[config.mk]
export PLATFORM = sky130hd
export DESIGN_NAME = itb_top
export DESIGN_NICKNAME = d
export VERILOG_FILES = /design/src/rtl/itb_pkg.sv /design/src/rtl/itb_top.sv
export VERILOG_INCLUDE_DIRS = /design/src /design/src/rtl
export SDC_FILE = /design/constraint.sdc
export NUM_CORES = 2
export LEC_CHECK = 0
export BUFFER_PORTS_ARGS = -buffer_cell sky130_fd_sc_hd__buf_2
export CAP_MARGIN = 20
export CORE_ASPECT_RATIO = 0.6
export CORE_UTILIZATION = 45
export DETAILED_ROUTE_END_ITERATION = 10
export PLACE_DENSITY = 0.67
export SLEW_MARGIN = 20
export SYNTH_ARGS = -nofsm -noshare
export SYNTH_HDL_FRONTEND = slang
export SYNTH_SLANG_ARGS = --single-unit
[constraint.sdc]
create_clock -name CLOCK_IN -period 19.7 [get_ports CLOCK_IN]
set_clock_uncertainty 0.1 [all_clocks]
set_input_delay 3.94 -clock CLOCK_IN [delete_from_list [all_inputs] [get_ports CLOCK_IN]]
set_output_delay 3.94 -clock CLOCK_IN [all_outputs]
set_load 0.02 [all_outputs]
[src/rtl/itb_params.svh]
// Offsets, field positions, reset values and counts of the trajectory buffer
`ifndef ITB_PARAMS_SVH
`define ITB_PARAMS_SVH

// ****************************************
// Object dictionary indices and subindices
// ****************************************
`define ITB_IDX_STATUS 16'h2012
`define ITB_IDX_NEXT_SEG 16'h2013
`define ITB_IDX_SUBMODE 16'h60c0
`define ITB_IDX_RECORD 16'h60c1
`define ITB_IDX_TIME_PERIOD 16'h60c2
`define ITB_SUB_POSITION 8'h01
`define ITB_SUB_TIME 8'h02
`define ITB_SUB_VELOCITY 8'h03
`define ITB_SUB_TIME_VALUE 8'h01

// ****************************************
// Submode selector codes
// ****************************************
`define ITB_SUBMODE_CONST 16'h0000
`define ITB_SUBMODE_SYNC 16'hffff
`define ITB_SUBMODE_VAR 16'hfffe
`define ITB_SUBMODE_PVT 16'hfffd

// ****************************************
// Status word fields
// ****************************************
`define ITB_ST_NEXT_LSB 0
`define ITB_ST_FREE_LSB 16
`define ITB_ST_SEQ_ERR 24
`define ITB_ST_OVERFLOW 25
`define ITB_ST_UNDERFLOW 26
`define ITB_ST_EMPTY 31

// ****************************************
// Buffer size, watermarks and reset values
// ****************************************
`define ITB_DEPTH 32
`define ITB_PTR_W 5
`define ITB_CNT_W 6
`define ITB_LOW_MARK 6'h04
`define ITB_HIGH_MARK 6'h1c
`define ITB_CONST_TIME_RST 8'h0a

`endif

[src/rtl/itb_pkg.sv]
// Types shared by the trajectory buffer and its users
package itb_pkg;

    typedef enum logic [1:0] {
        ITB_LIN_CONST = 2'b00,
        ITB_LIN_SYNC = 2'b01,
        ITB_LIN_VAR = 2'b10,
        ITB_PVT = 2'b11
    } itb_submode_type;

    typedef struct packed {
        logic valid;
        logic write;
        logic [15:0] index;
        logic [7:0] subindex;
        logic [2:0] tag;
        logic [31:0] wdata;
    } itb_od_req_type;

    typedef struct packed {
        logic signed [31:0] position;
        logic [7:0] time_ms;
        logic signed [31:0] velocity;
        logic end_of_move;
    } itb_seg_type;

endpackage

[src/rtl/itb_top.sv]
// Interpolated trajectory input buffer with status word and event
`timescale 1ns/100ps
`include "itb_params.svh"

module itb_top (
    input wire logic CLOCK_IN,                       // Drive clock, 40 MHz
    input wire logic RST_B_IN,                       // Async reset, active low
    input wire itb_pkg::itb_od_req_type OD_REQ_IN,   // Dictionary access request
    input wire logic ERR_CLEAR_IN,                   // Clears the three error flags
    input wire logic GEN_TAKE_IN,                    // Generator asks for a segment
    output logic OD_ACK_OUT,                         // Access answered
    output logic OD_ERR_OUT,                         // Access refused
    output logic [31:0] OD_RDATA_OUT,                // Read data
    output logic GEN_SEG_VALID_OUT,                  // Segment handed out
    output itb_pkg::itb_seg_type GEN_SEG_OUT,        // Segment contents
    output logic signed [1:0] GEN_TIME_ADJ_OUT,      // Servo cycle trim
    output logic STATUS_EVENT_OUT                    // Status transmit event
);
    import itb_pkg::*;

    // ****************************************
    // State
    // ****************************************
    itb_seg_type mem [0:`ITB_DEPTH-1];
    logic [`ITB_PTR_W-1:0] wr_ptr_reg;
    logic [`ITB_PTR_W-1:0] rd_ptr_reg;
    logic [`ITB_CNT_W-1:0] count_reg;
    logic [15:0] next_id_reg;
    itb_submode_type submode_reg;
    logic [31:0] pos_reg;
    logic [7:0] time_reg;
    logic [31:0] vel_reg;
    logic [7:0] const_time_reg;
    logic seq_err_reg;
    logic overflow_reg;
    logic underflow_reg;

    logic wr;
    logic rd;
    logic is_rec;
    logic hit;
    logic wr_ok;
    logic sub_ok;
    itb_submode_type sub_next;
    logic commit;
    logic tag_ok;
    logic push;
    logic pop;
    logic seq_set;
    logic ovf_set;
    logic unf_set;
    logic [7:0] free_cnt;
    logic [31:0] status_word;
    itb_seg_type new_seg;

    assign wr = OD_REQ_IN.valid & OD_REQ_IN.write;
    assign rd = OD_REQ_IN.valid & ~OD_REQ_IN.write;
    assign is_rec = OD_REQ_IN.index == `ITB_IDX_RECORD;

    // ****************************************
    // Status word
    // ****************************************
    // free locations
    assign free_cnt = 8'(`ITB_DEPTH) - {2'h0, count_reg};
    always_comb begin
        status_word = 32'h0;
        status_word[`ITB_ST_NEXT_LSB +: 16] = next_id_reg;
        status_word[`ITB_ST_FREE_LSB +: 8] = free_cnt;
        status_word[`ITB_ST_SEQ_ERR] = seq_err_reg;
        status_word[`ITB_ST_OVERFLOW] = overflow_reg;
        status_word[`ITB_ST_UNDERFLOW] = underflow_reg;
        status_word[`ITB_ST_EMPTY] = count_reg == '0;
    end

    // ****************************************
    // Access decode
    // ****************************************
    // only the four documented codes are taken
    always_comb begin
        sub_ok = 1'b1;
        sub_next = ITB_LIN_CONST;
        case (OD_REQ_IN.wdata[15:0])
            `ITB_SUBMODE_CONST: sub_next = ITB_LIN_CONST;
            `ITB_SUBMODE_SYNC: sub_next = ITB_LIN_SYNC;
            `ITB_SUBMODE_VAR: sub_next = ITB_LIN_VAR;
            `ITB_SUBMODE_PVT: sub_next = ITB_PVT;
            default: sub_ok = 1'b0;
        endcase
    end
    always_comb begin
        hit = 1'b0;
        wr_ok = 1'b0;
        case (OD_REQ_IN.index)
            `ITB_IDX_STATUS, `ITB_IDX_NEXT_SEG: hit = OD_REQ_IN.subindex == 8'h00;
            `ITB_IDX_SUBMODE: begin
                hit = OD_REQ_IN.subindex == 8'h00;
                wr_ok = hit & sub_ok;
            end
            `ITB_IDX_RECORD: begin
                hit = OD_REQ_IN.subindex == `ITB_SUB_POSITION
                    || OD_REQ_IN.subindex == `ITB_SUB_TIME
                    || OD_REQ_IN.subindex == `ITB_SUB_VELOCITY;
                wr_ok = hit;
            end
            `ITB_IDX_TIME_PERIOD: begin
                hit = OD_REQ_IN.subindex == `ITB_SUB_TIME_VALUE;
                wr_ok = hit;
            end
            default: hit = 1'b0;
        endcase
    end

    // ****************************************
    // Record commit
    // ****************************************
    always_comb begin
        commit = 1'b0;
        if (wr && is_rec) begin
            case (submode_reg)
                // position write commits in constant time modes
                ITB_LIN_CONST, ITB_LIN_SYNC: commit = OD_REQ_IN.subindex == `ITB_SUB_POSITION;
                // time write commits position and time
                ITB_LIN_VAR: commit = OD_REQ_IN.subindex == `ITB_SUB_TIME;
                // velocity write latches the whole record
                ITB_PVT: commit = OD_REQ_IN.subindex == `ITB_SUB_VELOCITY;
                default: commit = 1'b0;
            endcase
        end
    end

    always_comb begin
        new_seg.position = (OD_REQ_IN.subindex == `ITB_SUB_POSITION) ? OD_REQ_IN.wdata : pos_reg;
        // master time ignored in constant time modes
        if (submode_reg == ITB_LIN_CONST || submode_reg == ITB_LIN_SYNC) begin
            new_seg.time_ms = const_time_reg;
        end else if (OD_REQ_IN.subindex == `ITB_SUB_TIME) begin
            new_seg.time_ms = OD_REQ_IN.wdata[7:0];
        end else begin
            new_seg.time_ms = time_reg;
        end
        if (submode_reg == ITB_PVT) begin
            new_seg.velocity = (OD_REQ_IN.subindex == `ITB_SUB_VELOCITY)
                ? OD_REQ_IN.wdata : vel_reg;
        end else begin
            new_seg.velocity = 32'h0;
        end
        new_seg.end_of_move = new_seg.time_ms == 8'h00;
    end

    // tag matches low id bits, error blocks
    assign tag_ok = OD_REQ_IN.tag == next_id_reg[2:0];
    assign seq_set = commit & ~seq_err_reg & ~tag_ok;
    // full buffer drops the segment and flags it
    assign ovf_set = commit & ~seq_err_reg & tag_ok & (count_reg == `ITB_CNT_W'(`ITB_DEPTH));
    assign push = commit & ~seq_err_reg & tag_ok & ~ovf_set;
    assign pop = GEN_TAKE_IN & (count_reg != '0);
    assign unf_set = GEN_TAKE_IN & (count_reg == '0);

    // ****************************************
    // Configuration and staging registers
    // ****************************************
    always_ff @(posedge CLOCK_IN or negedge RST_B_IN) begin
        if (!RST_B_IN) begin
            submode_reg <= ITB_LIN_CONST;
            pos_reg <= 32'h0;
            time_reg <= 8'h00;
            vel_reg <= 32'h0;
            const_time_reg <= `ITB_CONST_TIME_RST;
        end else if (wr && wr_ok) begin
            if (OD_REQ_IN.index == `ITB_IDX_SUBMODE) begin
                submode_reg <= sub_next;
            end
            if (OD_REQ_IN.index == `ITB_IDX_TIME_PERIOD) begin
                const_time_reg <= OD_REQ_IN.wdata[7:0];
            end
            if (is_rec) begin
                case (OD_REQ_IN.subindex)
                    `ITB_SUB_POSITION: pos_reg <= OD_REQ_IN.wdata;
                    `ITB_SUB_TIME: time_reg <= OD_REQ_IN.wdata[7:0];
                    `ITB_SUB_VELOCITY: vel_reg <= OD_REQ_IN.wdata;
                    default: ;
                endcase
            end
        end
    end

    // ****************************************
    // Buffer storage and pointers
    // ****************************************
    // Storage has no reset so it can map onto RAM
    always_ff @(posedge CLOCK_IN) begin
        if (push) begin
            mem[wr_ptr_reg] <= new_seg;
        end
    end

    always_ff @(posedge CLOCK_IN or negedge RST_B_IN) begin
        if (!RST_B_IN) begin
            wr_ptr_reg <= '0;
            rd_ptr_reg <= '0;
            count_reg <= '0;
            next_id_reg <= 16'h0000;
        end else begin
            if (push) begin
                wr_ptr_reg <= wr_ptr_reg + 1'b1;
                // advance expected id per accepted segment
                next_id_reg <= next_id_reg + 16'h0001;
            end
            if (pop) begin
                rd_ptr_reg <= rd_ptr_reg + 1'b1;
            end
            if (push && !pop) begin
                count_reg <= count_reg + 1'b1;
            end else if (pop && !push) begin
                count_reg <= count_reg - 1'b1;
            end
        end
    end

    // ****************************************
    // Error flags, set wins over clear
    // ****************************************
    always_ff @(posedge CLOCK_IN or negedge RST_B_IN) begin
        if (!RST_B_IN) begin
            seq_err_reg <= 1'b0;
            overflow_reg <= 1'b0;
            underflow_reg <= 1'b0;
        end else begin
            seq_err_reg <= seq_set | (seq_err_reg & ~ERR_CLEAR_IN);
            overflow_reg <= ovf_set | (overflow_reg & ~ERR_CLEAR_IN);
            underflow_reg <= unf_set | (underflow_reg & ~ERR_CLEAR_IN);
        end
    end

    // ****************************************
    // Generator side
    // ****************************************
    always_ff @(posedge CLOCK_IN or negedge RST_B_IN) begin
        if (!RST_B_IN) begin
            GEN_SEG_VALID_OUT <= 1'b0;
            GEN_SEG_OUT <= '0;
            GEN_TIME_ADJ_OUT <= 2'sb00;
        end else begin
            GEN_SEG_VALID_OUT <= pop;
            if (pop) begin
                GEN_SEG_OUT <= mem[rd_ptr_reg];
                // in ITB_LIN_CONST only, nearly empty stretches, nearly full shortens
                GEN_TIME_ADJ_OUT <= 2'sb00;
                if (submode_reg == ITB_LIN_CONST && count_reg <= `ITB_LOW_MARK) begin
                    GEN_TIME_ADJ_OUT <= 2'sb01;
                end
                if (submode_reg == ITB_LIN_CONST && count_reg >= `ITB_HIGH_MARK) begin
                    GEN_TIME_ADJ_OUT <= 2'sb11;
                end
            end
        end
    end

    // event on a newly set error or a removal
    always_ff @(posedge CLOCK_IN or negedge RST_B_IN) begin
        if (!RST_B_IN) begin
            STATUS_EVENT_OUT <= 1'b0;
        end else begin
            STATUS_EVENT_OUT <= pop | seq_set | (ovf_set & ~overflow_reg)
                | (unf_set & ~underflow_reg);
        end
    end

    // ****************************************
    // Dictionary answers
    // ****************************************
    always_ff @(posedge CLOCK_IN or negedge RST_B_IN) begin
        if (!RST_B_IN) begin
            OD_ACK_OUT <= 1'b0;
            OD_ERR_OUT <= 1'b0;
            OD_RDATA_OUT <= 32'h0;
        end else begin
            OD_ACK_OUT <= OD_REQ_IN.valid;
            OD_ERR_OUT <= OD_REQ_IN.valid & ~(rd ? hit : wr_ok);
            OD_RDATA_OUT <= 32'h0;
            if (rd && hit) begin
                case (OD_REQ_IN.index)
                    `ITB_IDX_STATUS: OD_RDATA_OUT <= status_word;
                    // same id as the status low half
                    `ITB_IDX_NEXT_SEG: OD_RDATA_OUT <= {16'h0, next_id_reg};
                    `ITB_IDX_SUBMODE: OD_RDATA_OUT <= {16'h0, 14'(submode_reg == ITB_LIN_CONST ? 0 : '1),
                        2'(~submode_reg + 2'b01)};
                    `ITB_IDX_RECORD: begin
                        OD_RDATA_OUT <= vel_reg;
                        if (OD_REQ_IN.subindex == `ITB_SUB_POSITION) begin
                            OD_RDATA_OUT <= pos_reg;
                        end
                        if (OD_REQ_IN.subindex == `ITB_SUB_TIME) begin
                            OD_RDATA_OUT <= {24'h0, time_reg};
                        end
                    end
                    `ITB_IDX_TIME_PERIOD: OD_RDATA_OUT <= {24'h0, const_time_reg};
                    default: OD_RDATA_OUT <= 32'h0;
                endcase
            end
        end
    end
endmodule

### Yosys cells after proc, flatten, opt, wreduce, memory -nomap -nowiden

Memories as Yosys holds them, arrays and structs flattened. A register that Yosys moved wholly into a read port is not among the register bits.
Index checks and enable logic that the tools add are counted.

| cells by class | value |
|---|---|
| reduce and logical (&&, ||, !) cells | 26 |
| div/mod/pow operators | 0 |
| bitwise gates (word level) | 31 |
| add/subtract/negate cells | 7 |
| $lt $le $gt $ge | 2 |
| eq/ne operators | 16 |
| multiplexer cells | 23 |
| shift-type cells | 0 |
| multipliers | 0 |

Operators by type and width:

| operator | number |
|---|---|
| $mux 32 | 6 |
| $pmux 32 s5 | 1 |
| $eq 16x15->1 const B | 3 |
| $eq 16x16->1 const B | 3 |
| $eq 16x14->1 const B | 2 |
| $add 16x1->16 const B | 1 |
| $and 1x1->1 | 16 |
| $eq 8x2->1 const B | 2 |
| $logic_not 16->1 | 1 |
| $logic_not 8->1 | 2 |
| $mux 8 | 2 |
| $mux 14 | 1 |
| $mux 6 | 2 |
| $add 5x1->5 const B | 2 |
| $pmux 1 s3 | 3 |
| $eq 8x1->1 const B | 1 |
| $not 1->1 | 8 |
| $logic_and 1x1->1 | 7 |
| $sub 6x6->7 const A | 1 |
| $add 6x1->6 const B | 1 |
| $eq 6x6->1 const B | 1 |
| $ge 6x5->1 const B | 1 |
| $le 6x3->1 const B | 1 |
| $logic_not 6->1 | 1 |
| 19 further kinds | 36 |

| storage, ports and cells | value |
|---|---|
| register bits after elaboration | 155 |
| bits in read-only memories | 0 |
| latch bits | 0 |
| bits in writable memories | 2336 |
| memories kept | 1 |
| output and inout port bits | 111 |

Memories:

| memory | words | width | read ports | clocked after Yosys merged registers in | wr ports | line | text |
|---|---|---|---|---|---|---|---|
| mem | 32 | 73 | 1 | 1 | 1 | itb_top.sv:24 | `` itb_seg_type mem [0:`ITB_DEPTH-1]; `` |

### Logic depth before layout (Yosys ltp)

| logic depth | value |
|---|---|
| word-level depth | 13 |
| mapped depth | 16 |
| depth with buffers taken out | 14 |

### Worst setup path after synthesis

OpenSTA, ideal clock, no wires.

| path | value |
|---|---|
| path kind | input -> register |
| from | input OD_REQ_IN[36] (netlist bit) |
| to | memory mem[2][0] (netlist bit), enable pin |
| stages | 6 |
| arrival | 12.390 ns |
| data required time | 18.912 ns |
| library setup time | 0.688 ns |
| path slack | 6.523 ns |
| cell sequence | buf_2 nor4b_1 a21oi_1 nor3_1 nand4_1 nor4_1 |

| between the ends | value |
|---|---|
| cells in the longest elaborated chain, start to end | 10 |
| elaborated cells on any way between the ends | 12 |
| those cells by class | 3 x eq/ne; 4 x mux; 5 x bitwise |

RTL lines:

| item | line | text |
|---|---|---|
| start, declared | itb_top.sv:8 | `input wire itb_pkg::itb_od_req_type OD_REQ_IN,` |
| $eq 8x2->1 or $eq 8x1->1 (tied branches) | - |  |
| $pmux 1 s3 (*) | itb_top.sv:119 | `case (submode_reg)` |
| $mux 1 (*) | itb_top.sv:118 | `if (wr && is_rec) begin` |
| $and 1x1->1 (*) (2 in a row) | itb_top.sv:154, itb_top.sv:155 |  |
| $and 1x1->1 | itb_top.sv:154 | `` assign ovf_set = commit & ~seq_err_reg & tag_ok & (count_reg == `ITB_CNT_W'(`ITB_DEPTH)); `` |
| $not 1->1 | itb_top.sv:155 | `assign push = commit & ~seq_err_reg & tag_ok & ~ovf_set;` |
| $and 1x1->1 (*) | itb_top.sv:155 |  |
| $mux 1 (*) | itb_top.sv:192 | `if (push) begin` |
| $mux 1 (not written as such) (*) | itb_top.sv:193 | `mem[wr_ptr_reg] <= new_seg;` |
| end, declared | itb_top.sv:24 |  |

Mark *: on every way between the ends. The rest lies on a longest branch, timed or not.

### Worst setup path after layout

| path | value |
|---|---|
| from | input OD_REQ_IN[53] (netlist bit) |
| to | memory mem[24][6] (netlist bit), enable pin |

| between the ends | value |
|---|---|
| cells in the longest elaborated chain, start to end | 10 |

RTL lines:

| item | line |
|---|---|
| $eq 16x15->1 (*) | - |
| $logic_and 1x1->1 (*) | itb_top.sv:118 |
| $mux 1 (*) | itb_top.sv:118 |
| $and 1x1->1 (*) (2 in a row) | itb_top.sv:154, itb_top.sv:155 |
| $and 1x1->1 | itb_top.sv:154 |
| $not 1->1 | itb_top.sv:155 |
| $and 1x1->1 (*) | itb_top.sv:155 |
| $mux 1 (*) | itb_top.sv:192 |
| $mux 1 (not written as such) (*) | itb_top.sv:193 |

Marked as above.

==> flow_summary.rst <==
.. list-table::
   :header-rows: 1

   * - Metric
     - Value
   * - Post-cts gate resize count
     - 0
   * - Number of hold buffers added after CTS
     - 0
   * - Worst VDD drop
     - 0.1017 mV
   * - Synthesized area per cell
     - 20.57 sq um
   * - Max frequency
     - 127.1 MHz
   * - Type of element launching the critical path
     - input pin
   * - Critical path launch point
     - OD_REQ_IN[53]
   * - CTS root buf
     - clkbuf_16
   * - Max capacitance violation total
     - 0
   * - Number of flip-flops in the largest register
     - 2336
   * - DPL Wire Length
     - 171000 um
   * - Setup-violating endpoint count in the final report
     - 0
   * - Share of synthesized registers carrying an async set or reset
     - 8.892%
   * - Post-Place Cell Area
     - 104600 sq um
   * - Termination of the worst setup path
     - mem[24][6]
   * - Post-synth cell types
     - 77
   * - Detailed Route Iter0 Violations
     - 8715
   * - Fillers
     - 16990
   * - Routed length per placed instance
     - 33.79 um
   * - All-Layer GR Usage
     - 24.66%
   * - Worst EP arrival
     - 8260 ps
   * - Nets in the synthesized netlist
     - 4910
   * - Pwr Density
     - 116.3 nW/um^2
   * - Vias in the first global route
     - 49250
   * - Critical path data required time
     - 20090 ps
   * - Global-route wire length before repair
     - 388100 um
   * - Detail Route Antenna Nets
     - 0
   * - Clock latency of the later-clocked register in the worst-skew pair
     - 860 ps
   * - Reg2Reg Capture Point
     - GEN_SEG_OUT[15]
   * - Pin count of the biggest net entering global routing
     - 107
   * - Finished Cell Area
     - 112000 sq um
   * - Number of slew-limit violations in the final report
     - 0
   * - Post-synthesis sequential element count
     - 2564
   * - Relative slew slack
     - 18.18%
   * - Leakage component of the power
     - 30.66 nW
   * - Top-count cell post-synth
     - edfxtp_1
   * - Number of synthesis warnings
     - 0
   * - Cell area after synthesis
     - 99300 sq um
   * - Antenna violations before repair
     - 34
   * - Register with the highest flop count
     - mem
   * - Area share of the largest cell type after synthesis
     - 70.64%
   * - Number of flops mapped to enable cells by yosys
     - 2336
   * - Worst-path maximum fanout
     - 37
   * - Setup_tns
     - 0 ps
   * - Cells taking the most area after synthesis
     - edfxtp_1 71%, mux4_2 12%, dfrtp_1 5.7%, mux2_2 1.6%, nand2_1 1.4%
   * - Height of the die
     - 365.9 um
   * - Worst reg-to-reg setup slack
     - 13850 ps
   * - Final cell utilization of the core
     - 51.10%
   * - RSZ-0062 raised after global routing
     - no
   * - Worst setup EP type
     - register
   * - Final #Nets
     - 5203
   * - Number of remaining DRC errors
     - 0
   * - Clock period minus final worst setup slack
     - 7869 ps
   * - Final hold viol count
     - 0
   * - Layout-stage area growth over the synthesis result
     - 12.77%
   * - Number of buffers inserted to repair setup after CTS
     - 0
   * - Initial Utilization
     - 45.31%
   * - Dominant cell type by area after synthesis
     - edfxtp_1
   * - PortBufs
     - 175
   * - H-Tree Level Count
     - 4
   * - Die boundary width
     - 608.5 um
   * - Sequential share of the synthesized area
     - 76.39%
   * - Startpoint of the worst-slack reg-to-reg timing path
     - rd_ptr_reg[1]
   * - Type of the worst setup path
     - in2reg
   * - Switching pwr
     - 3.815 mW
   * - Ratio of routed vias to standard cells
     - 6.339
   * - Clock slew at reported path FFs
     - 60 ps
   * - Number of search-and-repair iterations in the first detailed-routing pass
     - 6
   * - Worst Hold Class
     - reg2reg
   * - Die area
     - 222600 sq um
   * - Total congestion overflow
     - 0
   * - Part of the total power dissipated in combinational logic
     - 20.1%
   * - Power share of the sequential group
     - 46.9%
   * - Final worst path period share
     - 39.94%
   * - CTS tree
     - yes
   * - Last weighted congestion value of the routability-driven placer
     - 0.8597
   * - Dominant register cell in the synthesized netlist
     - edfxtp_1
   * - Top cell types by occurrence after synthesis
     - 2336 x edfxtp_1, 541 x mux4_2, 376 x nand2_1, 226 x dfrtp_1, 163 x clkbuf_1
   * - Top flop regs
     - mem: 2336 flops, GEN_SEG_OUT: 73 flops
   * - Switching Fraction
     - 29.29%
   * - Slew at the pin closest to its max-slew limit
     - 1227 ps
   * - Total wirelength of the detailed-routed design
     - 277600 um
   * - Gate count of the mapped netlist
     - 4828
   * - DR vias
     - 52080
   * - CTS buffer count
     - 223
   * - Clock tree sinks
     - 2564
   * - Top-level I/O count
     - 176
   * - Cell count of the worst reg-to-reg path
     - 8
   * - Ratio of cells with drive above 1 in the final layout
     - 27.56%
   * - Clk network pwr share
     - 33.0%
   * - Placement Rows
     - 133
   * - Outcome
     - completed
   * - P_int
     - 9.208 mW
   * - Core area
     - 219200 sq um
   * - Maximum root-to-sink buffer count
     - 4
power groups by stage:
stage / Clock, mW / Sequential, mW / Combinational (mW)
3_3_place_gp: 0 / 6.23 / 2.59
4_1_cts: 4.34 / 6.11 / 2.60
5_1_grt: 4.54 / 6.12 / 2.74
2_1_floorplan: 0 / 6.17 / 1.65
3_5_place_dp: 0 / 6.23 / 2.60
6_report: 4.30 / 6.11 / 2.61
how the worst min path moves through the flow:
stage / from / to / cells past startpoint
floorplan: next_id_reg[15] / next_id_reg[15] / 1
global placement: next_id_reg[15] / next_id_reg[15] / 1
detailed placement: next_id_reg[15] / next_id_reg[15] / 1
CTS: next_id_reg[15] / next_id_reg[15] / 1
global route: next_id_reg[15] / next_id_reg[15] / 1
finish: next_id_reg[15] / next_id_reg[15] / 1
metal layers:
layer / vias to the layer above / track usage, % / part of all wire, %
met5: - / 0 / 0.027
li1: 20560 / - / -
met2: 3547 / 32.18 / 40
met4: 10 / 4.112 / 1.6
met1: 27630 / 39.82 / 42
met3: 336 / 8.743 / 16
cells in the final DEF, fill, tap and decap left out, types with 14 or more instances in the layout:
| master | Yosys | routed |
|---|---|---|
| mux2_2 | 143 | 143 |
| nor2_1 | 57 | 32 |
| o31ai_1 | 35 | 35 |
| clkbuf_1 | 163 | 61 |
| edfxtp_1 | 2336 | 2336 |
| buf_2 | 102 | 174 |
| bufinv_16 | 0 | 14 |
| a31oi_1 | 21 | 21 |
| buf_4 | 1 | 160 |
| clkinv_1 | 0 | 48 |
| dfrtp_1 | 226 | 221 |
| xnor2_1 | 16 | 16 |
| o22ai_1 | 40 | 40 |
| nand3_1 | 28 | 28 |
| inv_1 | 17 | 17 |
| mux2i_1 | 125 | 125 |
| clkinv_2 | 0 | 35 |
| a221oi_1 | 39 | 39 |
| a21o_1 | 15 | 15 |
| nor3_1 | 47 | 46 |
| a22o_1 | 94 | 94 |
| nor2_4 | 0 | 26 |
| a22oi_1 | 56 | 56 |
| o2111ai_1 | 28 | 28 |
| a21oi_1 | 16 | 16 |
| ha_1 | 16 | 16 |
| nor4_1 | 20 | 16 |
| mux4_2 | 541 | 541 |
| a211oi_1 | 28 | 28 |
| clkbuf_16 | 0 | 229 |
| nand2_1 | 376 | 366 |
| nand4_1 | 23 | 23 |
| xor2_1 | 19 | 19 |
| a21boi_4 | 0 | 19 |
worst max-delay path, cell delays in order:
cell and delay (ps):
buf_2 100, nor4b_2 370, nand3_1 300, nor4_2 270, buf_4 260, nand4_1 840, nor2_4 880, buf_4 480
buf_4 660
metrics by stage:
step / hold slack [ps] / cells / setup WS [ps] / power (mW)
3_3_place_gp: 360.6 / 7781 / 11130 / 8.820
6_report: 380.0 / 8216 / 11830 / 13.02
5_1_grt: 398.6 / 8211 / 11640 / 13.40
3_5_place_dp: 370.0 / 7782 / 11030 / 8.828
4_1_cts: 378.4 / 8191 / 11920 / 13.06
2_1_floorplan: 341.5 / 4828 / 6523 / 7.820
layout make-up:
type | instances | area, sq um | area share [%]
diodes | 9 | 22.52 | 0.02011
clock buffers | 302 | 6125 | 5.469
repair buffers | 353 | 2532 | 2.261
multi-input cells | 1962 | 22880 | 20.43
clock inverters | 107 | 859.6 | 0.7676
inverters | 17 | 63.81 | 0.05698
flip-flops and latches | 2564 | 75870 | 67.75
well taps | 2902 | 3631 | 3.242
kinds of logic (layout without fill, tap and decap cells):
kind of cell / count (synthesis) / after routing / synth area share (%)
AO/OA/AOI/OAI: 471 / 471 / 3.680
XOR/XNOR: 35 / 35 / 0.3087
other: 0 / 9 / 0
AND/OR/NAND/NOR: 619 / 619 / 2.812
multiplexers: 820 / 820 / 15.31
buffers and inverters: 302 / 779 / 1.281
flip-flops: 2564 / 2564 / 76.39
adder cells (fa/ha/maj): 17 / 17 / 0.2218
Note: power is estimated with default switching activity, not from simulation.
